[src/design/sbarb_regs.svh]
`ifndef SBARB_REGS_SVH
`define SBARB_REGS_SVH
// ----------------------------------------
// Register map
// ----------------------------------------
`define SBARB_CTRL_ADDR 4'h0
`define SBARB_STAT_ADDR 4'h4
`define SBARB_SLOT_ADDR 4'h8
// Control field positions
`define SBARB_CTRL_CBRQ_BUS 0
`define SBARB_CTRL_ANY_EN 1
`define SBARB_CTRL_SERIAL 2
`define SBARB_CTRL_LOCK_EN 3
`define SBARB_CTRL_LOCK_REQ 4
`define SBARB_CTRL_XFER_REQ 5
`define SBARB_CTRL_RESET 32'h0000_0001
// Slot field positions
`define SBARB_SLOT_TERM_A 0
`define SBARB_SLOT_TERM_B 1
`define SBARB_SLOT_OPDRV_LO 2
`define SBARB_SLOT_DMA_LO 6
`define SBARB_SLOT_DRV_LO 8
`define SBARB_SLOT_RESET 32'h0000_0000
// Most drives allowed
`define SBARB_MAX_DRIVES 4
`define SBARB_MIN_DRIVES 2
`endif

[src/design/sbarb_pkg.sv]
package sbarb_pkg;
  // Arbiter states, one-hot
  typedef enum logic [3:0] {
    SBARB_IDLE = 4'b0001,
    SBARB_WAIT = 4'b0010,
    SBARB_OWN  = 4'b0100,
    SBARB_REL  = 4'b1000
  } sbarb_state_t;
endpackage : sbarb_pkg

[src/design/sbarb_cfg_if.sv]
`timescale 1ns/10ps
`default_nettype none
// Configuration carried from top to arbiter core
interface sbarb_cfg_if;
  logic cbrq_bus;
  logic any_en;
  logic serial;
  logic lock_en;
  logic lock_req;
  logic xfer_req;
  logic xfer_done;
  logic owner;
  logic [3:0] state;
  modport top (output cbrq_bus, any_en, serial, lock_en, lock_req, xfer_req, xfer_done,
               input owner, state);
  modport core (input cbrq_bus, any_en, serial, lock_en, lock_req, xfer_req, xfer_done,
                output owner, state);
endinterface : sbarb_cfg_if
`default_nettype wire

[src/design/sbarb_top.sv]
`timescale 1ns/10ps
`default_nettype none
`include "sbarb_regs.svh"
// Notes on behaviour
// Keep bus while nobody else requests
// Common request from bus or tied low
// Same request handling serial or parallel
// Enable high: yield to lower requester
// Enable low: lower master needs priority
// Bus request, enable low: yield higher only
// Bus request, enable high: yield any requester
// Tied low, enable high: arbitrate every access
// Priority out feeds next lower master
// Priority out only in serial scheme
// Lock held over multi-transfer operation
// Lock driven only when enabled
// Terminate line local or module driven
// Per line drive or receive option
// Route module DMA request by slot
// Four drives, or two for some
// Request only when pending, release at end
module sbarb_top #(
  // Drives served; a board option, two for some drive families
  parameter int DRIVE_CNT = `SBARB_MAX_DRIVES
) (
  // Clock and reset
  input wire logic clk,
  input wire logic rst_n,
  // AXI4-Lite write address
  input wire logic [3:0] s_axi_awaddr,
  input wire logic s_axi_awvalid,
  output logic s_axi_awready,
  // AXI4-Lite write data
  input wire logic [31:0] s_axi_wdata,
  input wire logic [3:0] s_axi_wstrb,
  input wire logic s_axi_wvalid,
  output logic s_axi_wready,
  // AXI4-Lite write response
  output logic [1:0] s_axi_bresp,
  output logic s_axi_bvalid,
  input wire logic s_axi_bready,
  // AXI4-Lite read address
  input wire logic [3:0] s_axi_araddr,
  input wire logic s_axi_arvalid,
  output logic s_axi_arready,
  // AXI4-Lite read data
  output logic [31:0] s_axi_rdata,
  output logic [1:0] s_axi_rresp,
  output logic s_axi_rvalid,
  input wire logic s_axi_rready,
  // Transfer handshake from local engine
  input wire logic xfer_done,
  // System bus arbitration pins, active low
  input wire logic bprn_n,
  input wire logic hi_req_n,
  input wire logic cbrq_n_i,
  output logic cbrq_n_o,
  output logic cbrq_n_oe,
  output logic breq_n,
  output logic bpro_n_o,
  output logic bpro_n_oe,
  output logic lock_n_o,
  output logic lock_n_oe,
  // Expansion slot lines
  input wire logic [1:0] ext_term_i,
  output logic [1:0] external_terminate_line,
  input wire logic option0_slot_a_line_i,
  input wire logic option0_slot_b_line_i,
  input wire logic option1_slot_a_line_i,
  input wire logic option1_slot_b_line_i,
  output logic [3:0] option_line_o,
  output logic [3:0] option_line_oe,
  input wire logic module_dma_request_a,
  input wire logic module_dma_request_b,
  output logic dma_req
);
  typedef struct packed {
    // Software-visible control and slot words
    logic [31:0] ctrl;
    logic [31:0] slot;
    // Write address and data held until both are in
    logic aw_got;
    logic [3:0] aw;
    logic w_got;
    logic [31:0] wd;
    logic [3:0] ws;
    // Write response, held until taken
    logic bvalid;
    logic [1:0] bresp;
    // Read answer, held until taken
    logic rvalid;
    logic [31:0] rdata;
    logic [1:0] rresp;
    // Ready flags kept as flops so the ports come straight from them
    logic aw_rdy;
    logic w_rdy;
    logic ar_rdy;
    // Two-stage synchronisers for the arbitration pins
    logic [1:0] s_bprn, s_hi, s_cbrq;
    // Two-stage synchronisers for the slot inputs
    logic [1:0] s_ta, s_tb, s_o0a, s_o0b, s_o1a, s_o1b, s_da, s_db;
    // Registered pin drives; request kept active low like its pin
    logic cbrq_oe, bpro_oe, breq_n, lock_oe;
    // Slot side results
    logic [1:0] term;
    logic [3:0] op_o, op_oe;
    logic dma;
  } sbarb_top_t;
  sbarb_top_t q_reg, q_next;
  sbarb_cfg_if cfg ();
  logic core_breq, core_cbrq, core_bpro, core_lock;
  logic [3:0] op_in; // Synchronised option inputs
  logic wr_fire;     // Both halves of a write held

  // ----------------------------------------
  // Elaboration checks
  // ----------------------------------------
  // Drive count is a board option, not logic here
  // Only the two documented counts can be served
  if (DRIVE_CNT != `SBARB_MAX_DRIVES && DRIVE_CNT != `SBARB_MIN_DRIVES) begin : g_bad_drive_cnt
    $error("drive count must be four or two");
  end

  // ----------------------------------------
  // Arbiter core
  // ----------------------------------------
  // Synchronised pins go in; higher request flipped to active high
  sbarb_core u_core (
    .clk(clk),
    .rst_n(rst_n),
    .cfg(cfg),
    .bprn_n_s(q_reg.s_bprn[1]),
    .cbrq_n_s(q_reg.s_cbrq[1]),
    .hi_req_s(~q_reg.s_hi[1]),
    .breq(core_breq),
    .cbrq_drv(core_cbrq),
    .bpro_drv(core_bpro),
    .lock_drv(core_lock)
  );
  // Control fields drive the core straight from the register
  assign cfg.cbrq_bus = q_reg.ctrl[`SBARB_CTRL_CBRQ_BUS];
  assign cfg.any_en = q_reg.ctrl[`SBARB_CTRL_ANY_EN];
  assign cfg.serial = q_reg.ctrl[`SBARB_CTRL_SERIAL];
  assign cfg.lock_en = q_reg.ctrl[`SBARB_CTRL_LOCK_EN];
  assign cfg.lock_req = q_reg.ctrl[`SBARB_CTRL_LOCK_REQ];
  assign cfg.xfer_req = q_reg.ctrl[`SBARB_CTRL_XFER_REQ];
  assign cfg.xfer_done = xfer_done;

  // ----------------------------------------
  // Next state: bus slave, synchronisers, pins
  // ----------------------------------------
  always_comb begin
    // Default holds every field; only the branches below move state
    q_next = q_reg;
    op_in = {q_reg.s_o1b[1], q_reg.s_o1a[1], q_reg.s_o0b[1], q_reg.s_o0a[1]};
    // Two-stage synchronisers; first stage feeds only the second
    // A pin change reaches logic two edges later
    q_next.s_bprn = {q_reg.s_bprn[0], bprn_n};
    q_next.s_hi = {q_reg.s_hi[0], hi_req_n};
    q_next.s_cbrq = {q_reg.s_cbrq[0], cbrq_n_i};
    q_next.s_ta = {q_reg.s_ta[0], ext_term_i[0]};
    q_next.s_tb = {q_reg.s_tb[0], ext_term_i[1]};
    q_next.s_o0a = {q_reg.s_o0a[0], option0_slot_a_line_i};
    q_next.s_o0b = {q_reg.s_o0b[0], option0_slot_b_line_i};
    q_next.s_o1a = {q_reg.s_o1a[0], option1_slot_a_line_i};
    q_next.s_o1b = {q_reg.s_o1b[0], option1_slot_b_line_i};
    q_next.s_da = {q_reg.s_da[0], module_dma_request_a};
    q_next.s_db = {q_reg.s_db[0], module_dma_request_b};
    // Capture address and data in either order
    if (s_axi_awvalid && !q_reg.aw_got) begin
      q_next.aw_got = 1'b1;
      q_next.aw = s_axi_awaddr;
    end
    if (s_axi_wvalid && !q_reg.w_got) begin
      q_next.w_got = 1'b1;
      q_next.wd = s_axi_wdata;
      q_next.ws = s_axi_wstrb;
    end
    // Commit once both halves are in and the last response is gone
    wr_fire = q_reg.aw_got && q_reg.w_got && !q_reg.bvalid;
    if (wr_fire) begin
      q_next.aw_got = 1'b0;
      q_next.w_got = 1'b0;
      q_next.bvalid = 1'b1;
      q_next.bresp = 2'b00;
      case (q_reg.aw)
        `SBARB_CTRL_ADDR: begin
          // Byte strobes honoured per lane
          for (int i = 0; i < 4; i++) begin
            if (q_reg.ws[i]) q_next.ctrl[i*8 +: 8] = q_reg.wd[i*8 +: 8];
          end
        end
        `SBARB_SLOT_ADDR: begin
          // Byte strobes honoured per lane
          for (int i = 0; i < 4; i++) begin
            if (q_reg.ws[i]) q_next.slot[i*8 +: 8] = q_reg.wd[i*8 +: 8];
          end
        end
        `SBARB_STAT_ADDR: begin
          // Read-only; write ignored
        end
        default: begin
          q_next.bresp = 2'b10;
        end
      endcase
    end
    // Response leaves once the master takes it
    if (q_reg.bvalid && s_axi_bready) q_next.bvalid = 1'b0;
    // Read path, one outstanding
    if (s_axi_arvalid && !q_reg.rvalid) begin
      q_next.rvalid = 1'b1;
      q_next.rresp = 2'b00;
      // Status: state, owner, pin drives, synchronised slot inputs
      case (s_axi_araddr)
        `SBARB_CTRL_ADDR: q_next.rdata = q_reg.ctrl;
        `SBARB_SLOT_ADDR: q_next.rdata = q_reg.slot;
        `SBARB_STAT_ADDR: q_next.rdata = {17'h0_0000, op_in, q_reg.s_tb[1], q_reg.s_ta[1],
                                          core_lock, core_bpro, core_cbrq, core_breq,
                                          cfg.owner, cfg.state};
        default: begin
          q_next.rdata = 32'h0000_0000;
          q_next.rresp = 2'b10;
        end
      endcase
    end else if (q_reg.rvalid && s_axi_rready) begin
      // Answer taken; a new read may follow next cycle
      q_next.rvalid = 1'b0;
    end
    // Arbitration pins registered
    // Request pin kept active low in its flop
    q_next.breq_n = ~core_breq;
    q_next.cbrq_oe = core_cbrq;
    q_next.bpro_oe = core_bpro & cfg.serial;
    q_next.lock_oe = core_lock & cfg.lock_en;
    // Terminate: bit set means driven locally, clear means module drives
    // Local termination holds the line whatever the module does
    q_next.term[0] = q_reg.slot[`SBARB_SLOT_TERM_A] ? 1'b1 : q_reg.s_ta[1];
    q_next.term[1] = q_reg.slot[`SBARB_SLOT_TERM_B] ? 1'b1 : q_reg.s_tb[1];
    // Option lines: drive the level held in the slot word's drive bits when configured to drive
    // A line set to receive is left undriven; its input is still synchronised
    q_next.op_oe = q_reg.slot[`SBARB_SLOT_OPDRV_LO +: 4];
    q_next.op_o = q_reg.slot[`SBARB_SLOT_DRV_LO +: 4];
    // DMA request routing: 01 slot B, 10 slot A, else shared
    // Shared setting ORs both, so neither slot is starved
    case (q_reg.slot[`SBARB_SLOT_DMA_LO +: 2])
      2'b01: q_next.dma = q_reg.s_db[1];
      2'b10: q_next.dma = q_reg.s_da[1];
      default: q_next.dma = q_reg.s_da[1] | q_reg.s_db[1];
    endcase
    // Readies follow the hold flags, one flop each
    q_next.aw_rdy = ~q_next.aw_got;
    q_next.w_rdy = ~q_next.w_got;
    q_next.ar_rdy = ~q_next.rvalid;
  end

  // ----------------------------------------
  // State register
  // ----------------------------------------
  // Synchronous reset; active-low pin stages start at their idle high
  // level, so no false grant or request follows reset
  always_ff @(posedge clk) begin
    if (!rst_n) begin
      q_reg <= '0;
      q_reg.ctrl <= `SBARB_CTRL_RESET;
      q_reg.slot <= `SBARB_SLOT_RESET;
      q_reg.s_bprn <= 2'b11;
      q_reg.s_hi <= 2'b11;
      q_reg.s_cbrq <= 2'b11;
      // Readies up and bus request off out of reset
      q_reg.aw_rdy <= 1'b1;
      q_reg.w_rdy <= 1'b1;
      q_reg.ar_rdy <= 1'b1;
      q_reg.breq_n <= 1'b1;
    end else begin
      q_reg <= q_next;
    end
  end

  // ----------------------------------------
  // Outputs straight from flip-flops or fixed levels
  // ----------------------------------------
  // Register bus
  assign s_axi_awready = q_reg.aw_rdy;
  assign s_axi_wready = q_reg.w_rdy;
  assign s_axi_bvalid = q_reg.bvalid;
  assign s_axi_bresp = q_reg.bresp;
  assign s_axi_arready = q_reg.ar_rdy;
  assign s_axi_rvalid = q_reg.rvalid;
  assign s_axi_rdata = q_reg.rdata;
  assign s_axi_rresp = q_reg.rresp;
  // Arbitration pins: request driven from its flop; others fixed low, enables carry the drive
  assign breq_n = q_reg.breq_n;
  assign cbrq_n_o = 1'b0;
  assign cbrq_n_oe = q_reg.cbrq_oe;
  assign bpro_n_o = 1'b0;
  assign bpro_n_oe = q_reg.bpro_oe;
  assign lock_n_o = 1'b0;
  assign lock_n_oe = q_reg.lock_oe;
  // Slot lines
  assign external_terminate_line = q_reg.term;
  assign option_line_o = q_reg.op_o;
  assign option_line_oe = q_reg.op_oe;
  assign dma_req = q_reg.dma;
endmodule : sbarb_top
`default_nettype wire

[src/design/sbarb_core.sv]
`timescale 1ns/10ps
`default_nettype none
// Arbiter state machine; bus inputs arrive already synchronised
module sbarb_core (
  // Clock and reset
  input wire logic clk,
  input wire logic rst_n,
  // Configuration and transfer control
  sbarb_cfg_if.core cfg,
  // Synchronised bus inputs; higher request active high, others active low
  input wire logic bprn_n_s,
  input wire logic cbrq_n_s,
  input wire logic hi_req_s,
  // Bus outputs, active levels
  output logic breq,
  output logic cbrq_drv,
  output logic bpro_drv,
  output logic lock_drv
);
  typedef struct packed {
    sbarb_pkg::sbarb_state_t st;
    logic breq;
    logic cbrq;
    logic bpro;
    logic lock;
  } sbarb_core_t;
  sbarb_core_t q_reg, q_next;
  logic cbrq_in; // Selected common request, active high
  logic yield;   // Another master needs the bus

  // ----------------------------------------
  // Next state
  // ----------------------------------------
  always_comb begin
    q_next = q_reg;
    // Common request from bus or tied low, same in both schemes
    // Tied low reads as a standing request, so ownership is never kept
    cbrq_in = cfg.cbrq_bus ? ~cbrq_n_s : 1'b1;
    // Any request when enabled; higher priority only otherwise
    yield = cfg.any_en ? cbrq_in : (cbrq_in & hi_req_s);
    case (q_reg.st)
      sbarb_pkg::SBARB_IDLE: begin
        // Request only with a pending transfer
        if (cfg.xfer_req) begin
          q_next.st = sbarb_pkg::SBARB_WAIT;
          q_next.breq = 1'b1;
          q_next.cbrq = 1'b1;
        end
      end
      sbarb_pkg::SBARB_WAIT: begin
        // Granted when priority input is low
        if (!bprn_n_s) begin
          q_next.st = sbarb_pkg::SBARB_OWN;
          q_next.cbrq = 1'b0;
          q_next.lock = cfg.lock_en & cfg.lock_req;
        end
      end
      sbarb_pkg::SBARB_OWN: begin
        q_next.lock = cfg.lock_en & cfg.lock_req;
        if (cfg.xfer_done) begin
          // Tied-low request: new arbitration per access
          if (!cfg.cbrq_bus || yield || !cfg.xfer_req) begin
            q_next.st = sbarb_pkg::SBARB_REL;
            q_next.breq = 1'b0;
            q_next.lock = 1'b0;
          end
        end
      end
      sbarb_pkg::SBARB_REL: begin
        // One cycle with bus released
        q_next.st = sbarb_pkg::SBARB_IDLE;
      end
      default: begin
        q_next = '0;
        q_next.st = sbarb_pkg::SBARB_IDLE;
      end
    endcase
    // Priority out passes on only in serial scheme and when not using bus
    q_next.bpro = cfg.serial & (q_next.st == sbarb_pkg::SBARB_IDLE) & ~bprn_n_s;
  end

  // ----------------------------------------
  // State register
  // ----------------------------------------
  always_ff @(posedge clk) begin
    if (!rst_n) begin
      q_reg <= '0;
      q_reg.st <= sbarb_pkg::SBARB_IDLE;
    end else begin
      q_reg <= q_next;
    end
  end

  assign breq = q_reg.breq;
  assign cbrq_drv = q_reg.cbrq & cfg.cbrq_bus;
  assign bpro_drv = q_reg.bpro;
  assign lock_drv = q_reg.lock;
  assign cfg.owner = (q_reg.st == sbarb_pkg::SBARB_OWN);
  assign cfg.state = q_reg.st;
endmodule : sbarb_core
`default_nettype wire

[config.mk]
export PLATFORM = sky130hd
export DESIGN_NAME = sbarb_top
export DESIGN_NICKNAME = d
export VERILOG_FILES = /design/src/design/sbarb_pkg.sv /design/src/design/sbarb_cfg_if.sv /design/src/design/sbarb_top.sv /design/src/design/sbarb_core.sv
export VERILOG_INCLUDE_DIRS = /design/src /design/src/design
export SDC_FILE = /design/constraint.sdc
export NUM_CORES = 1
export LEC_CHECK = 0
export BUFFER_PORTS_ARGS = -buffer_cell sky130_fd_sc_hd__clkbuf_2
export CAP_MARGIN = 20
export CELL_PAD_IN_SITES_DETAIL_PLACEMENT = 0
export CELL_PAD_IN_SITES_GLOBAL_PLACEMENT = 2
export CORE_MARGIN = 2
export CORE_UTILIZATION = 30
export CTS_CLUSTER_SIZE = 16
export DETAILED_ROUTE_END_ITERATION = 12
export PLACE_DENSITY_LB_ADDON = 0.12
export SYNTH_ARGS = -nofsm -noshare
export SYNTH_HDL_FRONTEND = slang
export SYNTH_SLANG_ARGS = --single-unit
[constraint.sdc]
create_clock -name clk -period 1.5 [get_ports clk]
set_input_delay 0.075 -clock clk [delete_from_list [all_inputs] [get_ports clk]]
set_output_delay 0.075 -clock clk [all_outputs]
set_load 0.02 [all_outputs]
=== Yosys cells after proc, flatten, opt, wreduce, memory -nomap -nowiden ===
Index checks and enable logic that the tools add are counted.

* Output and inout port bits: 59
* Register bits: 192

* Muxes and demuxes: 26
* Reduce and logical (&&, ||, !) cells: 34
* Bitwise gates (word level): 19
* Eq/ne operators: 15

{| class="wikitable"
|+ Operator list
! kind !! number
|-
| $pmux W32 S3 || 1
|-
| $mux W37 || 1
|-
| $reduce_and A3 Y1 || 9
|-
| $mux W5 || 3
|-
| $eq A4 B3 Y1 const B || 3
|-
| $eq A4 B4 Y1 const B || 3
|-
| $mux W1 || 12
|-
| $pmux W4 S3 || 1
|-
| $not A1 Y1 || 11
|-
| $pmux W1 S3 || 3
|-
| $eq A4 B1 Y1 const B || 2
|-
| $logic_not A4 Y1 || 2
|-
| $reduce_or A2 Y1 || 4
|-
| $and A1 B1 Y1 || 7
|-
| $logic_and A1 B1 Y1 || 7
|-
| $logic_not A1 Y1 || 6
|-
| $mux W6 || 1
|-
| $ne A2 B2 Y1 const B || 3
|-
| $reduce_or A3 Y1 || 2
|-
| $eq A4 B2 Y1 const B || 1
|-
| $mux W2 || 2
|-
| $mux W4 || 1
|-
| $reduce_and A4 Y1 || 1
|-
| $eq A2 B1 Y1 const B || 1
|-
| other kinds (6) || 7
|}

=== Depth between registers and ports, before layout ===
Gate-level depths: netlist (run 1).

* Depth in word-level cells: 12
* Gate-level depth with buffers: 7
* Gate-level depth less buffers: 4

=== Cells and area by module ===
A second synthesis (run 1) with hierarchy kept.

* Cells, all modules: 879
* Area total of the unflattened synthesis: 8179.1 um^2

{| class="wikitable"
|+ By module, submodules not included
! module !! area each (um^2) !! cells an instance !! seq. area each (um^2) !! times used
|-
| sbarb_top || 7644.8 || 813 || 3643.5 || 1
|-
| sbarb_core || 534.3 || 66 || 160.2 || 1
|}

=== Worst setup path after synthesis (run 1) ===
Ideal clock, no wire load.

* Path type: reg-to-reg
* From: register q_reg, in the netlist s_axi_rvalid
* To: register q_reg, in the netlist s_axi_rdata[3]
* Stages on the path, launching flop included: 7
* Setup slack: -0.042 ns
* Arrival: 1.405 ns
* Path through: dfxtp_1 nand2b_1 buf_2 clkbuf_1 a22o_1 a221oi_1 nor3_2

* Longest elaborated chain between the ends: 2

{| class="wikitable"
|+ Ends and longest elaborated chain
! item !! RTL line !! RTL
|-
| start, declared || sbarb_top.sv:109 || <nowiki>sbarb_top_t q_reg, q_next;</nowiki>
|-
| start signal, assigned || sbarb_top.sv:275 || <nowiki>q_reg <= q_next;</nowiki>
|-
| $logic_not A1 Y1 || sbarb_top.sv:210 || <nowiki>if (s_axi_arvalid && !q_reg.rvalid) begin</nowiki>
|-
| $logic_and A1 B1 Y1 || sbarb_top.sv:210 ||
|}

Every way passes these cells.
A chain may end at the register's enable or synchronous reset.

=== Worst setup path after layout (run 1) ===
* From: register q_reg[117] (netlist name)
* To: register q_reg, in the netlist cfg.cbrq_bus

* Longest elaborated chain between the ends: 2

{| class="wikitable"
|+ Ends and longest elaborated chain
! item !! RTL line !! RTL
|-
| $logic_not A4 Y1 || sbarb_top.sv:186 || <nowiki>case (q_reg.aw)</nowiki>
|-
| $reduce_and A3 Y1 (no source line) || - ||
|}

Every way passes these cells.

==> flow_metrics.tcl, run 1 <==
set metrics [dict create \
    status "complete, no violations" \
    synth.cells.most_frequent "sky130_fd_sc_hd__dfxtp_1 (190), sky130_fd_sc_hd__nand2_1 (137), sky130_fd_sc_hd__o21ai_0 (76)" \
    route.detailed.drc 0 \
    grt_antenna_before_repair 1 \
    worst_hold_path_type "in2reg" \
    worst_r2r_endpoint "cfg.cbrq_bus" \
    grt_max_degree 49 \
    synth.most_common_cell "sky130_fd_sc_hd__dfxtp_1" \
    cts_htree_levels 4 \
    crit_cells 6 \
    floorplan.die.height_um 160.2 \
    final-instance-count-excl-fill 1286 \
    post-synth-top-area-cell "sky130_fd_sc_hd__dfxtp_1" \
    worst_slew_pin_slew_ns 0.5108 \
    regToRegSetupSlack_ns 0.06 \
    postSynth.asyncResetShare_pct 0 \
    first_pass_grt_wire_length_um 31130 \
    final_layout_size_suffix_gt1_share_pct 24.66 \
    synth_seq_area_share_pct 51.95 \
    fmax_mhz 692.8 \
    synth-seq-cells 190 \
    fin_skew_ns 0.009282 \
    cell_count_of_the_worst_hold_path 3 \
    rsz0062_at_grt "yes" \
    initial_core_util_pct 30.37 \
    critical-path-slowest-cell "sky130_fd_sc_hd__dfxtp_4" \
    setup_total_negative_slack_ns 0 \
    syn_inst 817 \
    cts-buffers-inserted 17 \
    headroom_to_the_max_slew_limit_pct 65.95 \
    cp_max_fo 15 \
    p_leak_nw 3.637 \
    postSynth.topFlopCell "sky130_fd_sc_hd__dfxtp_1" \
    cp_top_family "simple AND/OR/NAND/NOR gates" \
    combinational_power_share_pct 7.1 \
    final_period_util_pct 96.23 \
    pin_count 122 \
    detailedRoute.firstIterationViolations 272 \
    layout.filler_cells 2523 \
    maxCapViolCount 0 \
    globalRouteTotalUtil_pct 15.48 \
    gp_congestion 0.7715 \
    netlist_area_um2 7322 \
    die-width_um 160.2 \
    port-buffer-count 116 \
    timing_worst_setup_path_type "reg2reg" \
    finalNetCount 1013 \
    ant_nets 0 \
    timing.critical_path.to_type "flip-flop" \
    cpPeakStageDelay_ns 0.36 \
    fin_worst_hold_slack_ns 0.01417 \
    worst-endpoint-arrival_ns 1.75 \
    area_growth_pct 29.44 \
    intPower_mw 8.332 \
    numPlacedInstances 1190 \
    reg2regPathDepth 6 \
    r2r-start "q_reg[117]" \
    global_route.overflow_total 0 \
    design.core.area_um2 24110 \
    synth.area.top_cells "sky130_fd_sc_hd__dfxtp_1 (52%), sky130_fd_sc_hd__nand2_1 (7.0%), sky130_fd_sc_hd__buf_4 (5.2%)" \
    endpoints_failing_hold 0 \
    seq_power_share_pct 48.2 \
    power-per-cell-area_nw_per_um2 1142 \
    p_sw_share_pct 23.04 \
    cts_root_buffer "sky130_fd_sc_hd__clkbuf_16" \
    fraction_of_power_consumed_by_the_clock_network_pct 44.6 \
    wirelength_um 19990 \
    peakVddDrop_uv 682.6 \
    synth.top_cell.area_share_pct 51.95 \
    place_hpwl_um 13290 \
    floorplan.die_area_um2 25670 \
    average_wire_per_cell_in_the_routed_design_um 15.54 \
    detail_route.first_pass.iterations 5 \
    synth_enable_flop_cells 0 \
    rows 57 \
    preCtsSetupSlack_ns 0.008364 \
    switching_power_mw 2.495 \
    worstPathCellList "nor3_4 -> buf_4 -> nand4b_1 -> buf_12 -> mux2i_1 -> nand2_1" \
    synth_cell_type_count 49 \
    vias 6026 \
    tritoncts "yes" \
    timing.final.crit_period_ns 1.443 \
    cp.required_ns 1.81 \
    yosys_warnings 0 \
    final_max_slew_viol_count 0 \
    worstPathBufferInverterCount 2 \
    largest_register_ff_count 99 \
    setup_viol_count_final 0 \
    synth.avg_cell_area_um2 8.962 \
    cp-endpoint "cfg.cbrq_bus" \
    final_worst_slack_ns 0.05650 \
    startpoint "q_reg[117]" \
    largest_buffer_count_on_any_clock_path 2 \
    via_count_of_the_first_global_routing_pass 5664 \
    clock_latency_ns 0.43 \
    number_of_sinks_on_the_clock_net 190 \
    routed_via_density 4.686 \
    critPathLaunchType "flip-flop" \
    clk_transition_reported_paths_ns 0.07 \
]
==> layout make-up <==
cell class / count / area [um2] / share of cell area [%]
inverters: 8 / 30.03 / 0.3168
clock buffers: 22 / 484.2 / 5.109
well taps: 324 / 405.4 / 4.277
repair buffers: 217 / 1602 / 16.90
multi-input cells: 514 / 2990 / 31.55
diodes: 1 / 2.502 / 0.02640
flip-flops and latches: 190 / 3814 / 40.24
clock inverters: 10 / 150.1 / 1.584
==> what timing repair did <==
item | 4_1_cts | 5_1_grt
pin swaps | 0 | 7
gates resized for setup | 2 | 27
hold buffers | 55 | 0
setup buffers | 0 | 5
cloned | 0 | 3
setup endpoints to repair | 2 | 46
hold endpoints to repair | 55 | 0
==> per-layer routing <==
layer / track usage [%] / vias to the layer above / wire length (um)
met5: 0 / - / 0
met1: 21.88 / 2853 / 10050
met4: 4.259 / 0 / 173
met2: 23.67 / 113 / 8916
li1: - / 3049 / -
met3: 3.558 / 11 / 844
==> logic make-up (layout without fill, tap and decap cells) <==
family	count (synthesis)	after routing	synth area share (%)
AND/OR/NAND/NOR	295	295	20.68
AO/OA/AOI/OAI	206	206	17.16
flip-flops	190	190	51.95
buffers and inverters	117	257	9.023
multiplexers	5	5	0.6836
adder cells (fa/ha/maj)	2	2	0.3417
other	1	6	0.05122
XOR/XNOR	1	1	0.1196
==> cells in the final DEF, fill, tap and decap left out, types with 9 or more instances in the layout <==
cell / Yosys / routed
sky130_fd_sc_hd__clkbuf_16: 0 / 17
sky130_fd_sc_hd__buf_4: 51 / 32
sky130_fd_sc_hd__nor2_1: 13 / 13
sky130_fd_sc_hd__a22oi_1: 17 / 17
sky130_fd_sc_hd__and2_1: 25 / 24
sky130_fd_sc_hd__nand2b_1: 14 / 13
sky130_fd_sc_hd__dfxtp_1: 190 / 186
sky130_fd_sc_hd__nand2_1: 137 / 137
sky130_fd_sc_hd__clkbuf_2: 0 / 115
sky130_fd_sc_hd__o21ai_1: 13 / 18
sky130_fd_sc_hd__a22o_1: 14 / 14
sky130_fd_sc_hd__a221oi_2: 0 / 12
sky130_fd_sc_hd__buf_12: 0 / 9
sky130_fd_sc_hd__o21ai_0: 76 / 71
sky130_fd_sc_hd__nor3_2: 11 / 12
sky130_fd_sc_hd__dlygate4sd3_1: 0 / 55
sky130_fd_sc_hd__nand3_1: 57 / 55
sky130_fd_sc_hd__a21oi_1: 54 / 54
==> worst min path at each step <==
| stage | from | to | slack (ns) |
|---|---|---|---|
| final | s_axi_wvalid | s_axi_wready | 0.01 |
| after CTS | s_axi_wvalid | s_axi_wready | 0.00005 |
| after global placement | hi_req_n | q_next[34] | 0.27 |
| after global routing | s_axi_wvalid | s_axi_wready | 0.05 |
| after floorplan | cbrq_n_i | q_next[32] | 0.18 |
| after detailed placement | bprn_n | q_next[36] | 0.26 |
==> tightest hold or removal path, stage by stage <==
cell and delay, ns:
sky130_fd_sc_hd__clkbuf_2 0.10, sky130_fd_sc_hd__o21ai_0 0.06, sky130_fd_sc_hd__nand2b_1 0.15
==> metrics by stage <==
stage | instance area [um2] | utilization, % | total power [mW]
detailed placement | 8155 | 33.83 | 5.988
CTS | 9343 | 38.76 | 10.94
floorplan | 7390 | - | 5.710
finish | 9478 | 39.32 | 10.83
global route | 9478 | 39.32 | 11.28
global placement | 8155 | 33.83 | 5.981
==> power groups by stage <==
stage	Clock (mW)	Sequential, mW	Combinational (mW)
final	4.83	5.22	0.774
after global routing	5.18	5.23	0.857
after CTS	4.95	5.22	0.762
after detailed placement	0	5.34	0.647
after global placement	0	5.34	0.643
after floorplan	0	5.33	0.378
(Power assumes the default switching activity.)
==> inputs of run 2 (changes only) <==
ABC_AREA = 1   (was not set)
CORE_MARGIN = not set   (was 2)
CORE_UTILIZATION = 29   (was 30)
==> run 2 against run 1 <==
Sequential share of layout area is 0.16 points higher. Cell count is 15% higher. Register-to-register slack hardly changed. Sequential power is 2% higher. Utilization is 1.9 points lower. Die area is 2.5% higher. Largest power group unchanged.
==> flow_metrics.tcl, run 2 <==
set metrics [dict create \
    globalRouteTotalUtil_pct 16.58 \
    synth_cell_type_count 22 \
    die-width_um 162.3 \
    gp_congestion 0.7714 \
    placement.cell_area_um2 8163 \
    postSynth.asyncResetShare_pct 0 \
    rows 58 \
    startpoint "q_reg[119]" \
    final_cell_utilization_of_the_core_pct 37.40 \
    clock_latency_ns 0.43 \
    diodes 0 \
    floorplan.die_area_um2 26330 \
    synth.top_cell.area_share_pct 51.08 \
    layout.cells.most_common "sky130_fd_sc_hd__nor2_1" \
    largest_buffer_count_on_any_clock_path 2 \
    first_pass_grt_wire_length_um 33470 \
    postSynth.topFlopCell "sky130_fd_sc_hd__dfxtp_1" \
    worst-endpoint-arrival_ns 1.76 \
    endpoints_failing_hold 0 \
    peakVddDrop_uv 590.4 \
    fin_area_um2 9418 \
    synth.cells.most_frequent "sky130_fd_sc_hd__nor2_1 (212), sky130_fd_sc_hd__dfxtp_1 (190), sky130_fd_sc_hd__nand2_1 (160)" \
    rsz0062_at_grt "yes" \
    critPathLaunchType "flip-flop" \
    area_growth_pct 26.46 \
    synth.avg_cell_area_um2 7.432 \
    synth_seq_area_share_pct 51.08 \
    timing_worst_setup_path_type "reg2reg" \
    final-instance-count-excl-fill 1479 \
    numPlacedInstances 1382 \
    global_route.overflow_total 0 \
    synth.most_common_cell "sky130_fd_sc_hd__nor2_1" \
    final_max_slew_viol_count 0 \
    tritoncts "yes" \
    cp.required_ns 1.81 \
    min-delay-start "s_axi_arvalid" \
    fmax_mhz 693.4 \
    wirelength_um 21230 \
    worst_hold_path_type "in2reg" \
    status "complete, no violations" \
    largest_register_ff_count 99 \
    vias 6368 \
    pin_count 122 \
    cp_max_fo 6 \
    final_worst_slack_ns 0.05777 \
    routed_via_density 4.306 \
    final_layout_size_suffix_gt1_share_pct 18.54 \
    finalNetCount 1201 \
    most-common-layout-cells "sky130_fd_sc_hd__nor2_1 (208), sky130_fd_sc_hd__dfxtp_1 (189), sky130_fd_sc_hd__nand2_1 (155)" \
    floorplan.die.height_um 162.3 \
    timing.critical_path.to_type "flip-flop" \
    design.core.area_um2 25180 \
    ant_nets 0 \
    synth.area.top_cells "sky130_fd_sc_hd__dfxtp_1 (51%), sky130_fd_sc_hd__nor2_1 (11%), sky130_fd_sc_hd__nand2_1 (8.1%)" \
    place_hpwl_um 14780 \
    timing.final.crit_period_ns 1.442 \
    final_period_util_pct 96.15 \
    post-synth-top-area-cell "sky130_fd_sc_hd__dfxtp_1" \
    average_wire_per_cell_in_the_routed_design_um 14.35 \
    initial_core_util_pct 29.57 \
    yosys_warnings 0 \
    port-buffer-count 116 \
    power-per-cell-area_nw_per_um2 1125 \
    clk_transition_reported_paths_ns 0.08 \
    via_count_of_the_first_global_routing_pass 5848 \
    detailedRoute.firstIterationViolations 410 \
    grt_max_degree 65 \
    p_leak_nw 4.223 \
    cts_htree_levels 4 \
    cts_root_buffer "sky130_fd_sc_hd__clkbuf_16" \
    netlist_area_um2 7447 \
    number_of_sinks_on_the_clock_net 190 \
    setup_viol_count_final 0 \
    synth_enable_flop_cells 0 \
    total_power_mw 10.59 \
    synth-seq-cells 190 \
    maxCapViolCount 0 \
    preCtsSetupSlack_ns -0.05478 \
    syn_inst 1002 \
    route.detailed.drc 0 \
    cts-buffers-inserted 17 \
    detail_route.first_pass.iterations 4 \
    fin_skew_ns 0.01456 \
    r2r-start "q_reg[119]" \
    grt_antenna_before_repair 0 \
]
[run 2: changes by cell type after synthesis, sizes merged, moves of 8 or more]
| cell | before | now |
|---|---|---|
| a221oi | 16 | 0 |
| nand3 | 57 | 91 |
| nand2 | 138 | 161 |
| nor3 | 19 | 1 |
| clkbuf | 40 | 28 |
| a22o | 14 | 0 |
| inv | 8 | 71 |
| or2 | 0 | 8 |
| a22oi | 17 | 0 |
| nand2b | 14 | 0 |
| and2 | 25 | 0 |
| nor2 | 13 | 215 |
| o21ai | 89 | 108 |
[run 2: layout make-up]
| cell class | instances | area (um2) |
|---|---|---|
| Clock buffer | 17 | 425.4 |
| Timing Repair Buffer | 207 | 1491 |
| Tap cell | 330 | 412.9 |
| Fill cell | 2777 | 15760 |
| Inverter | 72 | 280.3 |
| Sequential cell | 190 | 3805 |
| Clock inverter | 15 | 147.6 |
| Multi-Input combinational cell | 648 | 2855 |
[run 2: critical path, stage by stage, from the launching register on]
cell	delay (ns)
sky130_fd_sc_hd__dfxtp_2	0.33
sky130_fd_sc_hd__inv_1	0.04
sky130_fd_sc_hd__nor2_1	0.10
sky130_fd_sc_hd__nand2_2	0.10
sky130_fd_sc_hd__buf_4	0.16
sky130_fd_sc_hd__nor2_4	0.23
sky130_fd_sc_hd__nand2_2	0.14
sky130_fd_sc_hd__o21ai_0	0.17
sky130_fd_sc_hd__a21oi_1	0.05
[run 2: per-stage QoR]
step	hold WS, ns	TNS, ns
finish	0.02816	0
global route	0.03966	-0.1558
CTS	0.009192	-0.7275
detailed placement	0.2636	-0.5799
global placement	0.2629	-0.04918
floorplan	0.1726	0
[run 2: routing by layer]
layer	vias up	part of all wire, %	track usage [%]
li1	3412	-	-
met1	2806	59	27.83
met2	139	36	20.55
met3	11	3.8	2.937
met4	0	0.77	4.117
met5	-	0	0
[run 2: worst paths after layout]
check / endpoint / slack (ns) / depth (start not counted)
max: cfg.lock_en / 0.06 / 8
min reg2reg: q_reg[16] / 0.42 / 2
min: s_axi_rresp[1] / 0.03 / 4
max reg2reg: cfg.lock_en / 0.06 / 8
[run 2: cells by family (layout without fill, tap and decap cells)]
family | after synthesis | in the layout | share of synthesized area, %
buffers and inverters | 170 | 311 | 11.53
and+or+nand+nor | 479 | 481 | 26.19
DFF | 190 | 190 | 51.08
other | 1 | 5 | 0.05035
adders and majority gates | 2 | 2 | 0.3360
AOI/OAI and AO/OA | 160 | 160 | 10.82
[run 2: what timing repair did]
item | 4_1_cts | 5_1_grt
hold buffers | 60 | 0
pin swaps | 0 | 3
endpoints found under the hold margin | 59 | 0
setup buffers | 0 | 3
endpoints found under the setup margin | 16 | 62
resized for setup | 2 | 31
gates cloned | 0 | 2
[run 2: power breakdown]
group | leakage, nW | internal (mW) | total (mW) | switching, mW
combinational | 2.40 | 0.363 | 0.878 | 0.515
sequential | 1.55 | 5.20 | 5.30 | 0.106
clock | 0.271 | 2.21 | 4.41 | 2.20
total | 4.22 | 7.77 | 10.6 | 2.82
==> inputs of run 3 (changes only) <==
RECOVER_POWER = 100   (was not set)
==> run 3 against run 2 <==
Fmax shrank 0.25%. First-iteration DRC count shrank 0.73%. Worst setup slack lost 0.0037 ns. Worst hold slack gained 0.00057 ns. Register-to-register slack is essentially flat. Routed wire length grew 0.29%. Sequential power is essentially flat. Critical path depth is the same. Clock-buffer cell count is the same. Utilization shrank 0.15 points. Critical endpoint unchanged.
==> flow_metrics.tcl, run 3 (same netlist as run 2, synthesis figures left out) <==
set metrics [dict create \
    finalNetCount 1201 \
    combinational_power_share_pct 8.2 \
    status "complete, no violations" \
    switching_power_mw 2.830 \
    most-common-layout-cells "sky130_fd_sc_hd__nor2_1 (208), sky130_fd_sc_hd__dfxtp_1 (189), sky130_fd_sc_hd__nand2_1 (155)" \
    routed_via_density 4.317 \
    largest_register_ff_count 99 \
    worst_slew_pin_slew_ns 0.8333 \
    timing.critical_path.to_type "flip-flop" \
    r2r-start "q_reg[119]" \
    layout.filler_cells 2790 \
    place_hpwl_um 14780 \
    peakVddDrop_uv 593.0 \
    final_layout_size_suffix_gt1_share_pct 17.67 \
    detail_route.first_pass.iterations 4 \
    regToRegSetupSlack_ns 0.05 \
    critical-path-slowest-cell "sky130_fd_sc_hd__dfxtp_2" \
    regArea_um2 3805 \
    initial_core_util_pct 29.57 \
    cell_count_of_the_worst_hold_path 4 \
    rows 58 \
    cts-buffers-inserted 17 \
    worst_r2r_endpoint "cfg.lock_en" \
    global_route.overflow_total 0 \
    timing_worst_setup_path_type "reg2reg" \
    clk_transition_reported_paths_ns 0.08 \
    tritoncts "yes" \
    maxCapViolCount 0 \
    port-buffer-count 116 \
    pin_count 122 \
    worstPathCellList "inv_1 -> nor2_1 -> nand2_2 -> buf_4 -> nor2_4 -> nand2_2 -> o21ai_0 -> a21oi_1" \
    rsz0062_at_grt "yes" \
    final_period_util_pct 96.39 \
    placement.cell_area_um2 8163 \
    endpoints_failing_hold 0 \
    layout.cells.most_common "sky130_fd_sc_hd__nor2_1" \
    grt_antenna_before_repair 0 \
    die-width_um 162.3 \
    area_growth_pct 25.96 \
    hold_end "s_axi_rresp[1]" \
    seq_power_share_pct 50.1 \
    wirelength_um 21290 \
    globalRouteTotalUtil_pct 16.58 \
    fin_area_um2 9380 \
    worstPathBufferInverterCount 2 \
    floorplan.die_area_um2 26330 \
    cts_htree_levels 4 \
    largest_buffer_count_on_any_clock_path 2 \
    cp_top_family "simple AND/OR/NAND/NOR gates" \
    design.core.area_um2 25180 \
    min-delay-start "s_axi_arvalid" \
    average_wire_per_cell_in_the_routed_design_um 14.39 \
    total_power_mw 10.59 \
    critPathLaunchType "flip-flop" \
    p_sw_share_pct 26.72 \
    fmax_mhz 691.6 \
    final_max_slew_viol_count 0 \
    diodes 0 \
    vias 6385 \
    worst-endpoint-arrival_ns 1.76 \
    number_of_sinks_on_the_clock_net 190 \
    multi_input_area_um2 2855 \
    crit_path_frequent_cell "sky130_fd_sc_hd__nand2_2" \
    worst_hold_path_type "in2reg" \
    power-per-cell-area_nw_per_um2 1129 \
    via_count_of_the_first_global_routing_pass 5848 \
    cts_root_buffer "sky130_fd_sc_hd__clkbuf_16" \
    floorplan.die.height_um 162.3 \
    cp.required_ns 1.81 \
    detailedRoute.firstIterationViolations 407 \
    ant_nets 0 \
    intPower_mw 7.763 \
    route.detailed.drc 0 \
    cpPeakStageDelay_ns 0.33 \
    headroom_to_the_max_slew_limit_pct 44.45 \
    clock_latency_ns 0.43 \
    setup_viol_count_final 0 \
    cp_max_fo 6 \
    gp_congestion 0.7714 \
    reg2regPathDepth 8 \
    first_pass_grt_wire_length_um 33470 \
    timing.final.crit_period_ns 1.446 \
    fraction_of_power_consumed_by_the_clock_network_pct 41.7 \
    grt_max_degree 65 \
    p_leak_nw 4.183 \
    fin_skew_ns 0.01569 \
]
-- run 3: changes by cell type in the layout (fill, tap and decap cells not counted), sizes merged --
cell | before | now
buf | 32 | 28
clkbuf | 132 | 136
-- run 3: routing by layer --
layer	up-vias	wire length (um)	GRT usage [%]
met5	-	0	0
met4	0	163	4.117
met3	11	825	2.937
met2	130	7669	20.55
met1	2840	12630	27.83
li1	3404	-	-
-- run 3: area by class of cell --
type,instances,share of cell area (%)
sequential,190,40.56
multi-input combinational,648,30.44
inverter,72,2.988
clock inverter,15,1.574
clock buffer,17,4.535
tap,330,4.402
timing repair buffer,207,15.50
-- run 3: power by group through the flow --
| stage | clock [mW] | sequential (mW) | combinational (mW) |
|---|---|---|---|
| floorplan | 0 | 5.39 | 0.449 |
| global placement | 0 | 5.42 | 0.742 |
| detailed placement | 0 | 5.42 | 0.737 |
| CTS | 4.59 | 5.30 | 0.861 |
| global route | 4.79 | 5.32 | 0.977 |
| finish | 4.42 | 5.30 | 0.869 |
-- run 3: worst max path at each step --
stage | from | endpoint | slack [ns] | depth (start not counted)
finish | q_reg[119] | cfg.lock_en | 0.05 | 8
floorplan | s_axi_rvalid | s_axi_rdata[24] | 0.23 | 6
global route | q_reg[119] | cfg.lock_en | -0.04 | 8
CTS | q_reg[119] | cfg.lock_req | -0.08 | 9
global placement | q_reg[119] | cfg.serial | -0.02 | 9
detailed placement | q_reg[119] | cfg.serial | -0.05 | 8
-- run 3: what timing repair did --
item                                    4_1_cts  5_1_grt
buffers inserted                              0        3
resized for setup                             2       31
endpoints found under the setup margin       16       62
hold buffers                                 60        0
hold endpoints to repair                     59        0
gates cloned                                  0        2
pin swaps                                     0        3
-- run 3: metrics by stage --
| stage | hold slack (ns) | std cells | utilization [%] | setup TNS, ns | worst slack [ns] |
|---|---|---|---|---|---|
| floorplan | 0.1726 | 1006 | - | 0 | 0.2326 |
| global placement | 0.2629 | 1382 | 32.42 | -0.04918 | -0.01552 |
| detailed placement | 0.2636 | 1382 | 32.42 | -0.5799 | -0.05478 |
| CTS | 0.009192 | 1474 | 37.09 | -0.7275 | -0.08126 |
| global route | 0.04968 | 1479 | 37.25 | -0.1631 | -0.04089 |
| finish | 0.02873 | 1479 | 37.25 | 0 | 0.05412 |
-- run 3: worst reg2reg max path: cells and delay by family, from the launching register on --
family | cells | cell delay (ns)
DFF | 1 | 0.33
and+or+nand+nor | 4 | 0.57
AOI/OAI and AO/OA | 2 | 0.22
buffers and inverters | 2 | 0.20
